### src/shared/bcfe_pkg.sv
// Shared constants, register map and carrier types of the block cipher FIFO engine.
package bcfe_pkg;
  localparam int ADDR_W = 8;
  localparam logic [7:0] OFF_CTRL   = 8'h00;
  localparam logic [7:0] OFF_STAT   = 8'h04;
  localparam logic [7:0] OFF_DIN    = 8'h08;
  localparam logic [7:0] OFF_DOUT   = 8'h0c;
  localparam logic [7:0] OFF_DMA    = 8'h10;
  localparam logic [7:0] OFF_IMASK  = 8'h14;
  localparam logic [7:0] OFF_RAWIRQ = 8'h18;
  localparam logic [7:0] OFF_MSKIRQ = 8'h1c;
  localparam logic [7:0] OFF_KEY0   = 8'h20;
  localparam logic [7:0] OFF_IV0    = 8'h40;
  localparam logic [7:0] OFF_LAST   = 8'h4c;
  // Control register field positions.
  localparam int CTRL_DIR   = 2;
  localparam int CTRL_ALGO  = 3;
  localparam int CTRL_DTYPE = 6;
  localparam int CTRL_KSIZE = 8;
  localparam int CTRL_FLUSH = 14;
  localparam int CTRL_EN    = 15;
  localparam logic [31:0] CTRL_CFG_MASK = 32'h0000_83fc;
  // Status bit positions.
  localparam int ST_IFEM = 0;
  localparam int ST_IFNF = 1;
  localparam int ST_OFNE = 2;
  localparam int ST_OFFU = 3;
  localparam int ST_BUSY = 4;
  localparam logic [1:0] IRQ_IN  = 2'h1;
  localparam logic [1:0] IRQ_OUT = 2'h2;
  localparam int IN_IRQ_LEVEL   = 4;
  localparam int DES_BLK_WORDS  = 2;
  localparam int AES_BLK_WORDS  = 4;
  localparam int FIFO_DEPTH     = 8;
  localparam int KEYPREP_CYCLES = 14;
  localparam int ROUND_CYCLES   = 16;

  typedef enum logic [2:0] {
    BCFE_TDES_ECB, BCFE_TDES_CBC, BCFE_DES_ECB, BCFE_DES_CBC,
    BCFE_AES_ECB, BCFE_AES_CBC, BCFE_AES_CTR, BCFE_AES_KEY
  } bcfe_algo_t;
  typedef enum logic [1:0] {BCFE_WORD, BCFE_HALF, BCFE_BYTE, BCFE_BIT} bcfe_dtype_t;
  typedef enum logic [1:0] {BCFE_K128, BCFE_K192, BCFE_K256, BCFE_KRSV} bcfe_ksize_t;

  typedef struct packed {
    logic              enable;
    logic [14:10]      rsv;
    bcfe_ksize_t       ksize;
    bcfe_dtype_t       dtype;
    bcfe_algo_t        algo;
    logic              decrypt;
    logic [1:0]        low;
  } bcfe_cfg_t;

  typedef struct packed {
    logic        psel;
    logic        penable;
    logic        pwrite;
    logic [7:0]  paddr;
    logic [31:0] pwdata;
  } bcfe_apb_req_t;

  typedef struct packed {
    logic [31:0] prdata;
    logic        pready;
    logic        pslverr;
  } bcfe_apb_rsp_t;

  // Reorders a word according to the data type setting.
  function automatic logic [31:0] bcfe_swap(input logic [31:0] w, input bcfe_dtype_t t);
    logic [31:0] r;
    r = w;
    unique case (t)
      BCFE_WORD: r = w;
      BCFE_HALF: r = {w[15:0], w[31:16]};
      BCFE_BYTE: r = {w[7:0], w[15:8], w[23:16], w[31:24]};
      BCFE_BIT: begin
        for (int i = 0; i < 32; i++) begin
          r[i] = w[31-i];
        end
      end
    endcase
    return r;
  endfunction
endpackage

### src/bcfe_engine.sv
// Block cipher FIFO engine: APB registers, FIFOs, DMA requests and block sequencing.
// Contract
// - Algorithm and chaining chosen by control field.
// - Data type swaps words, halves, bytes, bits.
// - Key size matters in AES modes only.
// - Key preparation raises busy until schedule ready.
// - Flush resets both FIFO pointers before enable.
// - Output-not-empty flag while results wait.
// - Input-not-full flag while input has space.
// - Done: busy clear, input empty, output empty.
// - After final read: mask off, idle, empty.
// - DMA bursts: AES four, DES two or four; the engine sizes DES requests at two words only.
// - Separate input and output DMA request enables.
// - Config bits, keys and vectors save and restore.
// - Enable starts and stops the engine.
// - Input service request below four words held.
// - Output service request follows output-not-empty.
// - Masked input request low while disabled.
//
// The APB slave port was decided locally.
`timescale 1ns/1ps
`default_nettype none
module bcfe_engine #(
  parameter int DEPTH = bcfe_pkg::FIFO_DEPTH
) (
  input  wire logic                    clk,      // Bus clock, 100 MHz.
  input  wire logic                    nrst,     // Asynchronous reset, active low.
  input  wire bcfe_pkg::bcfe_apb_req_t apbReq,   // APB request signals.
  output bcfe_pkg::bcfe_apb_rsp_t      apbRsp,   // APB answer signals.
  output logic                         dmaInReq,   // Input FIFO burst request.
  output logic                         dmaOutReq,  // Output FIFO burst request.
  output logic                         irqOut      // Masked service interrupts, ORed.
);
  import bcfe_pkg::*;
  localparam int CW = $clog2(DEPTH + 1);

  typedef struct packed {
    bcfe_cfg_t       cfg;
    logic [1:0]      dmaEn;
    logic [1:0]      imask;
    logic [7:0][31:0] key;
    logic [3:0][31:0] iv;
    logic            busy;
    logic            coreRun;
    logic [2:0]      wIdx;
    logic            draining;
    logic [127:0]    res;
    logic            keyReady;
  } bcfe_st_t;
  bcfe_st_t st_q, st_d;

  logic          wr, rd, inPush, inPop, outPush, outPop, flush, coreStart, coreDone;
  logic [31:0]   inHead, outHead, rdMux, outWord;
  logic [CW-1:0] inCnt, outCnt;
  logic [127:0]  coreOut, blkIn, keyMix;
  logic          isAes, blkAvail, outRoom, inEmpty, inNotFull, outNotEmpty, outFull;
  logic [1:0]    rawIrq;
  logic [2:0]    blkWords;
  logic [7:0]    addr;
  logic          isKeyPrep;

  bcfe_fifo #(.DEPTH(DEPTH)) u_in (
    .clk(clk), .nrst(nrst), .flush(flush), .push(inPush), .wdata(apbReq.pwdata),
    .pop(inPop), .rdata(inHead), .count(inCnt)
  );
  bcfe_fifo #(.DEPTH(DEPTH)) u_out (
    .clk(clk), .nrst(nrst), .flush(flush), .push(outPush), .wdata(outWord),
    .pop(outPop), .rdata(outHead), .count(outCnt)
  );
  bcfe_core u_core (
    .clk(clk), .nrst(nrst), .start(coreStart), .blkIn(blkIn), .keyMix(keyMix),
    .keyPrep(isKeyPrep), .done(coreDone), .blkOut(coreOut)
  );

  // The slave answers in the first access cycle; nothing waits.
  assign addr = apbReq.paddr;
  assign wr   = apbReq.psel && apbReq.penable && apbReq.pwrite;
  assign rd   = apbReq.psel && apbReq.penable && !apbReq.pwrite;

  assign isAes     = st_q.cfg.algo inside {BCFE_AES_ECB, BCFE_AES_CBC, BCFE_AES_CTR,
                                           BCFE_AES_KEY};
  assign isKeyPrep = st_q.cfg.algo == BCFE_AES_KEY;
  assign blkWords  = isAes ? 3'(AES_BLK_WORDS) : 3'(DES_BLK_WORDS);
  assign blkAvail  = inCnt >= CW'(blkWords);
  assign outRoom   = (CW'(DEPTH) - outCnt) >= CW'(blkWords);

  assign inEmpty     = inCnt == '0;
  assign inNotFull   = inCnt != CW'(DEPTH);
  assign outNotEmpty = outCnt != '0;
  assign outFull     = outCnt == CW'(DEPTH);

  // Flush is a self-clearing command bit; it acts only when busy is clear.
  assign flush  = wr && addr == OFF_CTRL && apbReq.pwdata[CTRL_FLUSH] && !st_q.busy;
  assign inPush = wr && addr == OFF_DIN && inNotFull;
  assign outPop = rd && addr == OFF_DOUT;
  assign inPop  = st_q.wIdx != 3'h0 && !st_q.draining;

  // Key size selects how many key words feed AES; DES modes ignore it.
  always_comb begin
    keyMix = {st_q.key[7], st_q.key[6], st_q.key[5], st_q.key[4]};
    if (isAes) begin
      unique case (st_q.cfg.ksize)
        BCFE_K128: keyMix = {st_q.key[4], st_q.key[5], st_q.key[6], st_q.key[7]};
        BCFE_K192: keyMix = {st_q.key[2] ^ st_q.key[4], st_q.key[3] ^ st_q.key[5],
                             st_q.key[6], st_q.key[7]};
        default:   keyMix = {st_q.key[0] ^ st_q.key[4], st_q.key[1] ^ st_q.key[5],
                             st_q.key[2] ^ st_q.key[6], st_q.key[3] ^ st_q.key[7]};
      endcase
    end else begin
      keyMix = {st_q.key[0] ^ st_q.key[2], st_q.key[1] ^ st_q.key[3],
                st_q.key[4] ^ st_q.key[6], st_q.key[5] ^ st_q.key[7]};
    end
    // Chaining material: only CBC and CTR fold the vectors in.
    if (st_q.cfg.algo inside {BCFE_TDES_CBC, BCFE_DES_CBC, BCFE_AES_CBC, BCFE_AES_CTR}) begin
      keyMix = keyMix ^ {st_q.iv[0], st_q.iv[1], st_q.iv[2], st_q.iv[3]};
    end
  end

  assign blkIn     = st_q.res;
  // Start is held off in the done cycle, else the idle core would take a second run.
  assign coreStart = st_q.cfg.enable && st_q.coreRun && !st_q.draining && st_q.wIdx == 3'h0
                     && (isKeyPrep || !st_q.keyReady) && !coreDone;
  assign outPush   = st_q.draining && st_q.wIdx != 3'h0;
  assign outWord   = bcfe_swap(st_q.res[127:96], st_q.cfg.dtype);

  always_comb begin
    st_d = st_q;
    if (wr) begin
      unique case (addr)
        OFF_CTRL: begin
          // Busy freezes the configuration so a running block keeps its mode.
          if (!st_q.busy) st_d.cfg = bcfe_cfg_t'(apbReq.pwdata[15:0] & CTRL_CFG_MASK[15:0]);
          st_d.cfg.rsv    = '0;
          st_d.cfg.enable = apbReq.pwdata[CTRL_EN];
        end
        OFF_DMA:   st_d.dmaEn = apbReq.pwdata[1:0];
        OFF_IMASK: st_d.imask = apbReq.pwdata[1:0];
        default: begin
          if (addr >= OFF_KEY0 && addr < OFF_IV0) st_d.key[addr[4:2]] = apbReq.pwdata;
          else if (addr >= OFF_IV0 && addr <= OFF_LAST) st_d.iv[addr[3:2]] = apbReq.pwdata;
        end
      endcase
    end
    // Sequencer: gather a block from the input FIFO, run it, drain to output.
    if (st_q.cfg.enable && !st_q.coreRun && !st_q.draining) begin
      if (isKeyPrep && !st_q.keyReady) begin
        st_d.coreRun = 1'b1;
        st_d.busy    = 1'b1;
      end else if (!isKeyPrep && blkAvail && outRoom && st_q.wIdx == 3'h0) begin
        st_d.wIdx = blkWords;
        st_d.busy = 1'b1;
        st_d.res  = '0;
      end
    end
    if (inPop) begin
      st_d.res  = {st_q.res[95:0], bcfe_swap(inHead, st_q.cfg.dtype)};
      st_d.wIdx = st_q.wIdx - 3'h1;
      if (st_q.wIdx == 3'h1) begin
        st_d.coreRun = 1'b1;
        if (!isAes) st_d.res = {st_d.res[63:0], 64'h0};
      end
    end
    if (coreStart && !isKeyPrep) st_d.keyReady = 1'b0;
    if (coreDone) begin
      st_d.coreRun = 1'b0;
      if (isKeyPrep) begin
        st_d.keyReady = 1'b1;
        st_d.busy     = 1'b0;
      end else begin
        st_d.res      = coreOut;
        st_d.draining = 1'b1;
        st_d.wIdx     = blkWords;
      end
    end
    if (outPush) begin
      st_d.res  = {st_q.res[95:0], 32'h0};
      st_d.wIdx = st_q.wIdx - 3'h1;
      if (st_q.wIdx == 3'h1) begin
        st_d.draining = 1'b0;
        // Busy drops when no further whole block is waiting or the engine is disabled.
        st_d.busy = (inCnt >= CW'(blkWords)) && st_q.cfg.enable;
      end
    end
    if (!isKeyPrep && wr && addr == OFF_CTRL && !apbReq.pwdata[CTRL_EN]) st_d.keyReady = 1'b0;
  end

  always_ff @(posedge clk or negedge nrst) begin
    if (!nrst) st_q <= '0;
    else       st_q <= st_d;
  end

  // Service requests have no pending bit; they track the FIFO levels directly.
  assign rawIrq[0] = inCnt < CW'(IN_IRQ_LEVEL);
  assign rawIrq[1] = outNotEmpty;
  wire logic [1:0] mskIrq = {rawIrq[1] & st_q.imask[1],
                             rawIrq[0] & st_q.imask[0] & st_q.cfg.enable};
  assign irqOut = |mskIrq;

  // DMA asks for a whole burst only, so a burst never overruns either FIFO.
  assign dmaInReq  = st_q.dmaEn[0] && st_q.cfg.enable
                     && (CW'(DEPTH) - inCnt) >= CW'(blkWords);
  assign dmaOutReq = st_q.dmaEn[1] && outCnt >= CW'(blkWords);

  always_comb begin
    rdMux = 32'h0000_0000;
    unique case (addr)
      OFF_CTRL:   rdMux = {16'h0, st_q.cfg};
      OFF_STAT:   rdMux = {27'h0, st_q.busy, outFull, outNotEmpty, inNotFull, inEmpty};
      OFF_DIN:    rdMux = inHead;
      OFF_DOUT:   rdMux = outHead;
      OFF_DMA:    rdMux = {30'h0, st_q.dmaEn};
      OFF_IMASK:  rdMux = {30'h0, st_q.imask};
      OFF_RAWIRQ: rdMux = {30'h0, rawIrq};
      OFF_MSKIRQ: rdMux = {30'h0, mskIrq};
      default: begin
        if (addr >= OFF_KEY0 && addr < OFF_IV0) rdMux = st_q.key[addr[4:2]];
        else if (addr >= OFF_IV0 && addr <= OFF_LAST) rdMux = st_q.iv[addr[3:2]];
      end
    endcase
  end

  assign apbRsp.prdata  = rdMux;
  assign apbRsp.pready  = 1'b1;
  assign apbRsp.pslverr = (apbReq.psel && apbReq.penable)
                          && (addr[1:0] != 2'b00 || addr > OFF_LAST);
endmodule
`default_nettype wire

### src/bcfe_fifo.sv
// Word FIFO with flush, level count and registered read data.
`timescale 1ns/1ps
`default_nettype none
module bcfe_fifo #(
  parameter int DEPTH = 8,
  parameter int CW    = $clog2(DEPTH + 1)
) (
  input  wire logic          clk,    // Bus clock.
  input  wire logic          nrst,   // Asynchronous reset, active low.
  input  wire logic          flush,  // Resets both pointers.
  input  wire logic          push,   // Write one word.
  input  wire logic [31:0]   wdata,  // Word written.
  input  wire logic          pop,    // Take one word.
  output logic [31:0]        rdata,  // Head word, registered.
  output logic [CW-1:0]      count   // Words held.
);
  localparam int AW = $clog2(DEPTH);
  typedef struct packed {
    logic [AW-1:0] wp;
    logic [AW-1:0] rp;
    logic [CW-1:0] cnt;
  } bcfe_fifo_st_t;
  bcfe_fifo_st_t st_q, st_d;
  logic [31:0] mem [DEPTH];
  logic doPush, doPop;

  // Full pushes and empty pops are dropped here so the count stays honest.
  assign doPush = push && (st_q.cnt != CW'(DEPTH));
  assign doPop  = pop && (st_q.cnt != '0);

  always_comb begin
    st_d = st_q;
    if (flush) begin
      st_d = '0;
    end else begin
      if (doPush) st_d.wp = st_q.wp + 1'b1;
      if (doPop)  st_d.rp = st_q.rp + 1'b1;
      st_d.cnt = st_q.cnt + CW'(doPush) - CW'(doPop);
    end
  end

  always_ff @(posedge clk or negedge nrst) begin
    if (!nrst) st_q <= '0;
    else       st_q <= st_d;
  end

  always_ff @(posedge clk) begin
    if (doPush && !flush) mem[st_q.wp] <= wdata;
  end

  // Read data is the head word of the next state, so it is always registered.
  always_ff @(posedge clk or negedge nrst) begin
    if (!nrst) rdata <= 32'h0000_0000;
    else       rdata <= (doPush && st_d.cnt == CW'(1) && !flush) ? wdata : mem[st_d.rp];
  end
  assign count = st_q.cnt;
endmodule
`default_nettype wire

### src/bcfe_core.sv
// Cipher round engine stand-in: takes one block, returns it after a fixed latency.
`timescale 1ns/1ps
`default_nettype none
module bcfe_core (
  input  wire logic           clk,      // Bus clock.
  input  wire logic           nrst,     // Asynchronous reset, active low.
  input  wire logic           start,    // Begin a block or key preparation.
  input  wire logic [127:0]   blkIn,    // Input block, left word first in top bits.
  input  wire logic [127:0]   keyMix,   // Key and chaining material folded in.
  input  wire logic           keyPrep,  // Key preparation, no data.
  output logic                done,     // One-cycle pulse when finished.
  output logic [127:0]        blkOut    // Result block, registered.
);
  import bcfe_pkg::*;
  typedef struct packed {
    logic         run;
    logic [4:0]   cnt;
    logic [127:0] acc;
    logic         done;
  } bcfe_core_st_t;
  bcfe_core_st_t st_q, st_d;

  // The real round datapath sits outside this model; a keyed mix keeps data flowing.
  always_comb begin
    st_d = st_q;
    st_d.done = 1'b0;
    if (start && !st_q.run) begin
      st_d.run = 1'b1;
      st_d.cnt = keyPrep ? 5'(KEYPREP_CYCLES) : 5'(ROUND_CYCLES);
      st_d.acc = blkIn ^ keyMix;
    end else if (st_q.run) begin
      if (st_q.cnt == 5'h01) begin
        st_d.run  = 1'b0;
        st_d.done = 1'b1;
      end
      st_d.cnt = st_q.cnt - 5'h01;
    end
  end

  always_ff @(posedge clk or negedge nrst) begin
    if (!nrst) st_q <= '0;
    else       st_q <= st_d;
  end
  assign done   = st_q.done;
  assign blkOut = st_q.acc;
endmodule
`default_nettype wire

### config.mk
export PLATFORM = sky130hd
export DESIGN_NAME = bcfe_engine
export DESIGN_NICKNAME = d
export VERILOG_FILES = /design/src/shared/bcfe_pkg.sv /design/src/bcfe_engine.sv /design/src/bcfe_fifo.sv /design/src/bcfe_core.sv
export SDC_FILE = /design/constraint.sdc
export NUM_CORES = 2
export LEC_CHECK = 0
export BUFFER_PORTS_ARGS = -buffer_cell sky130_fd_sc_hd__buf_4
export CAP_MARGIN = 20
export CELL_PAD_IN_SITES_DETAIL_PLACEMENT = 0
export CELL_PAD_IN_SITES_GLOBAL_PLACEMENT = 1
export CORE_ASPECT_RATIO = 0.9
export CORE_MARGIN = 1.5
export CORE_UTILIZATION = 53
export CTS_BUF_LIST = sky130_fd_sc_hd__clkbuf_16
export DETAILED_ROUTE_END_ITERATION = 7
export PLACE_DENSITY_LB_ADDON = 0.2
export SLEW_MARGIN = 20
export SYNTH_ARGS = -nofsm -noshare
export SYNTH_HDL_FRONTEND = slang
export SYNTH_HIERARCHICAL = 1
export SYNTH_SLANG_ARGS = --single-unit
### constraint.sdc
create_clock -name clk -period 8.63 [get_ports clk]
set_clock_uncertainty 0.2 [all_clocks]
set_input_delay 1.2945 -clock clk [delete_from_list [all_inputs] [get_ports clk]]
set_output_delay 1.2945 -clock clk [all_outputs]
set_load 0.03 [all_outputs]
Word level (Yosys, flattened, before mapping)
Memory sizes are Yosys's and may differ from the RTL's.
Index checks and enable logic that the tools add are counted.
- word-level logic and storage cells: 249
- output and inout bits: 37
- bits of input ports: 45
- register bits after elaboration: 751
- memories: 2
- memory bits (writable): 512
- reductions and logical operators: 80
- $add $sub $neg: 12
- bitwise operators: 18
- muxes and demuxes: 62
- magnitude comparators: 14
- equality and inequality tests: 24
- memory list (name ; words ; bits a word ; rd ports ; clocked after Yosys merged registers in ; wr ports ; RTL line ; source):
    u_in.mem ; 8 ; 32 ; 1 ; 0 ; 1 ; bcfe_fifo.sv:24 ; logic [31:0] mem [DEPTH];
    u_out.mem ; 8 ; 32 ; 1 ; 0 ; 1 ; bcfe_fifo.sv:24 ;
- operators by type and width (kind ; count):
    2-to-1 mux 128 bit ; 8
    XOR 32 bit ; 10
    2-to-1 mux 132 bit ; 2
    bitwise mux 256 bit ; 1
    2-to-1 mux 32 bit ; 8
    one-hot mux 128 bit (2 select lines) ; 1
    one-hot mux 32 bit (4 select lines) ; 2
    one-hot mux 32 bit (8 select lines) ; 1
    XOR 128 bit ; 2
    2-to-1 mux 135 bit ; 1
    bitwise mux 128 bit ; 1
    binary-select mux 32 bit (select 3 bit) ; 1
    demux 32 bit (select 3 bit) ; 1
    binary-select mux 32 bit (select 2 bit) ; 1
    demux 32 bit (select 2 bit) ; 1
    logical AND 1 bit ; 46
    equality test 8 x 5 -> 1 bit, second input constant ; 4
    2-to-1 mux 3 bit ; 7
    2-to-1 mux 10 bit ; 2
    2-to-1 mux 1 bit ; 19
    equality test 8 x 4 -> 1 bit, second input constant ; 2
    >= comparator 4 x 3 -> 1 bit ; 4
    nonzero test 4 bit ; 4
    adder 3 x 1 -> 3 bit, second input constant ; 4
    43 further kinds ; 77

Longest topological paths before layout
- depth after elaboration: 16
- depth in mapped cells: 20
- gate-level depth less buffers: 15

Modules after synthesis
Netlist, hierarchy kept.
- modules (own cells, without submodules) (module ; seq. area each (um2) ; cells each ; area an instance (um2) ; instances):
    bcfe_engine ; 13312.8 ; 3191 ; 34440.5 ; 1
    bcfe_fifo (u_out) ; 8738.4 ; 728 ; 12583.3 ; 1
    bcfe_fifo (u_in) ; 8738.4 ; 777 ; 11687.5 ; 1
    bcfe_core ; 3378.2 ; 704 ; 6945.4 ; 1

Least setup slack after synthesis
No wires, ideal clock.
- kind: in2reg
- start point: input apbReq[34] (netlist bit)
- end point: memory u_out.mem[0][0] (enable)
- required time: 7969 ps
- library setup time: 461 ps
- stages on the path: 10
- arrival: 5056 ps
- path slack: 2913 ps
- path buffers: 4
- cells stage by stage: buf_2 buf_6 buf_4 nor3_1 nand2_1 nor2_4 and2_1 clkbuf_1 or3_1 nor3_1
- cells in the longest elaborated chain, start to end: 8
- ends and longest elaborated chain (what ; RTL line ; source):
    start, declared ; bcfe_engine.sv:28 ; input wire bcfe_pkg::bcfe_apb_req_t apbReq,
    zero test 8 bit ; bcfe_engine.sv:93 ; assign flush = wr && addr == OFF_CTRL && apbReq.pwdata[CTRL_FLUSH] && !st_q.busy;
    logical AND 1 bit (3 in a row) ; bcfe_engine.sv:93 ;
    net flush ; bcfe_engine.sv:52 ; logic wr, rd, inPush, inPop, outPush, outPop, flush, coreStart, coreDone;
    zero test 1 bit ; bcfe_fifo.sv:48 ; if (doPush && !flush) mem[st_q.wp] <= wdata;
    logical AND 1 bit ; bcfe_fifo.sv:48 ;
    2-to-1 mux 1 bit ; bcfe_fifo.sv:48 ;
    2-to-1 mux 1 bit (implied by the code) ; bcfe_fifo.sv:48 ;
    end, declared ; bcfe_fifo.sv:24 ;
The timed path passes the listed nets, and every way through them passes these cells.

==> metrics.yaml <==
p_leak_nw: 28.0
cts_tree: "yes"
die_h_um: 337
rows: 122
report.final.setup_viol: 0
rsz0062_at_grt: "no"
worst_slack_ns: 2.68
ant_nets: 0
seq_area_frac_synth_pct: 52.0
fin_crit_sh_pct: 69.0
ctsHtreeMaxLevel: 4
netlist_area_mm2: 0.0657
grt_pass1_wl_um: 306000
syn_avg_cell_area_um2: 12.2
wl_met1_um: 85500
layout_commonest_cell: "dfrtp_1"
pwr-share-clk_pct: 30.7
internal_power_mw: 12.4
route.met3.wl_um: 19200
clkSlewWorstSetupHoldPaths_ns: 0.05
clock_path_buffers: 3
grt_max_degree: 155
grt_pass1_vias: 43800
yosys-top-cells-area: "dfrtp_1, edfxtp_1, mux2_2"
ys_seq_elements: 1263
final_cell_mix: "dfrtp_1, nand2_1, mux2_2, edfxtp_1, xnor2_1"
wl_um: 209000
area_delta_synth_final_pct: 8.02
slew_headroom_pct: 21.3
critPathRequiredTime_ns: 7.14
fin_setup_tns_ns: 0
arrival_ns: 4.46
clock_latency_ns: 0.79
drtIter0Drc: 5735
final_hold_viol_count: 0
cts-resized-gates: 0
synth_edf_count: 512
ys.flop_type: "dfrtp_1"
numCtsBuffers: 138
critPathKind: "in -> out"
synthArstFlopShare_pct: 59.5
postCtsHoldBufs: 0
antenna_found_initial: 23
met2WireLength_um: 93600
drv_cap: 0
endpoint_kind: "output pin"
start_util_pct: 53.4
max-vdd-ir-drop_mv: 0.325
dpl.hpwl_um: 124000
worst_hold_slack_ns: 0.274
post-route-drc-count: 0
yosysTopAreaCellShare_pct: 28.6
p_comb_share_pct: 27.0
design.die.area_mm2: 0.126
yosysWarnings: 6
io_buffers: 80
grt.overflow.total: 0
top_layer: "met5"
coreArea_mm2: 0.123
cts.sinks: 1263
io_pins: 82
via_per_inst: 6.60
dpl_worst_slack_ns: 2.61
root_buffer: "clkbuf_16"
status: "finished, final reports clean"
p_sw_mw: 6.70
grt_use_total_pct: 33.2
yosysUniqueCellTypes: 98
fillCellCount: 10000
gp_congestion: 0.881
pwr-share-seq_pct: 42.3
routedWlPerCell_um: 30.4
power_density_mw_per_mm2: 270
switching_share_pct: 35.0
post_cts_buffers: 0
max_freq_mhz: 168
worst_setup_path_start_kind: "input pin"
die_w_um: 374
drt-pass1-iter-count: 6
vias: 45400
synth_nets: 5478
num-nets-final: 5220
critical_path_peak_fanout: 30
synthCells: 5400
tightest_slew_ns: 1.18
drive_gt1_share_pct: 24.0
hold_path_class: "reg -> reg"
slew_viol_final: 0
synth_largest_area_cell: "dfrtp_1"
min_period_ns: 5.95
worst max-delay path, cell delays in order:
cell and delay [ns]:
buf_4 0.30, nor4b_1 0.71, o21a_2 0.71, buf_12 0.29, a22oi_1 0.18, a21oi_1 0.65
buf_4 0.28
cells in the mapped netlist, types with 6 or more instances:
| cell | n |
|---|---|
| and2_1 | 8 |
| o31ai_2 | 34 |
| nand2b_1 | 15 |
| inv_1 | 167 |
| o21ai_1 | 41 |
| mux2i_1 | 36 |
| nand3_1 | 80 |
| a32o_1 | 34 |
| a22o_1 | 12 |
| nor2_1 | 110 |
| mux4_2 | 163 |
| xor2_1 | 95 |
| a32oi_1 | 35 |
| a31oi_1 | 33 |
| ha_1 | 31 |
| nor3_1 | 81 |
| buf_2 | 136 |
| mux2_1 | 7 |
| a222oi_1 | 31 |
| o211ai_1 | 129 |
| mux2_2 | 546 |
| a22oi_1 | 123 |
| buf_6 | 23 |
| o22a_1 | 6 |
| buf_4 | 159 |
| o21bai_1 | 32 |
| nand2_1 | 565 |
| o21ai_0 | 257 |
| buf_1 | 13 |
| and3_1 | 42 |
| xnor2_1 | 358 |
| nor2b_1 | 14 |
| o311a_1 | 32 |
| o221ai_1 | 10 |
| clkbuf_1 | 243 |
| edfxtp_1 | 512 |
| o2111ai_1 | 66 |
| dfrtp_1 | 751 |
| a21oi_1 | 181 |
| o221ai_2 | 31 |
| a221oi_1 | 33 |
| o22ai_2 | 30 |
| or3_1 | 8 |
power groups by stage:
stage          sequential, mW  clock (mW)  combinational [mW]
6_report                 8.11        5.87                5.16
5_1_grt                  8.13        6.20                5.54
4_1_cts                  8.04        5.95                5.10
3_5_place_dp             8.15           0                5.07
3_3_place_gp             8.15           0                4.99
2_1_floorplan            7.54           0                3.72
registers in the layout, summed over array words and instances, names as in the netlist:
name	flops
u_core/done	1
u_out/count	4
u_out/mem	256
u_core/st_q	6
u_out/st_q	6
u_in/mem	256
st_q	404
u_in/count	4
u_in/st_q	6
blkIn	128
u_core/blkOut	128
u_in/rdata	32
u_out/rdata	32
routing by layer:
metal / track usage (%) / vias to the layer above
met1: 45.6 / 23200
li1: - / 19300
met3: 6.66 / 497
met2: 50.2 / 2295
met5: 0 / -
met4: 16.8 / 6
path summary, 6_finish.rpt:
| path | start | depth (start not counted) | end | slack [ns] |
|---|---|---|---|---|
| worst min register to register | u_core/blkOut[12] | 2 | u_core/blkOut[12] | 0.27 |
| worst max-delay path | apbReq[36] | 7 | apbRsp[11] | 2.68 |
| worst max register to register | st_q[130] | 17 | u_out/rdata[20] | 3.15 |
| worst min-delay path | u_core/blkOut[12] | 2 | u_core/blkOut[12] | 0.27 |
| max in group asynchronous | nrst | 3 | u_in/rdata[24] | 5.91 |
| min in group asynchronous | nrst | 1 | u_out/rdata[1] | 0.30 |
through the flow:
stage	area (µm²)	cells	utilization (%)	power, mW
5_1_grt	70900	6872	57.7	19.9
2_1_floorplan	65700	5400	-	11.3
6_report	70900	6879	57.7	19.1
4_1_cts	70900	6867	57.7	19.1
3_3_place_gp	66400	6613	54.0	13.1
3_5_place_dp	66400	6613	54.0	13.2
area by class of cell:
cell class	count	area, µm²	area share, %
sequential	1263	34200	48.2
multi-input combinational	3390	28100	39.6
clock buffer	141	3530	4.97
tap	1612	2020	2.84
timing repair buffer	180	1470	2.07
clock inverter	113	943	1.33
inverter	169	642	0.905
antenna	11	27.5	0.0388
logic make-up (layout without fill, tap and decap cells):
group           after synthesis  count (layout)  share of synthesized area (%)
flops                      1263            1263                           52.0
compound gates             1185            1185                           13.4
simple gates                966             966                           6.54
mux                         752             752                           15.6
buf+inv                     747             603                           5.72
xor+xnor                    453             453                           6.04
fa+ha+maj                    33              33                          0.652
other cells                   1              12                        0.00571
Note: power is estimated with default switching activity, not from simulation.
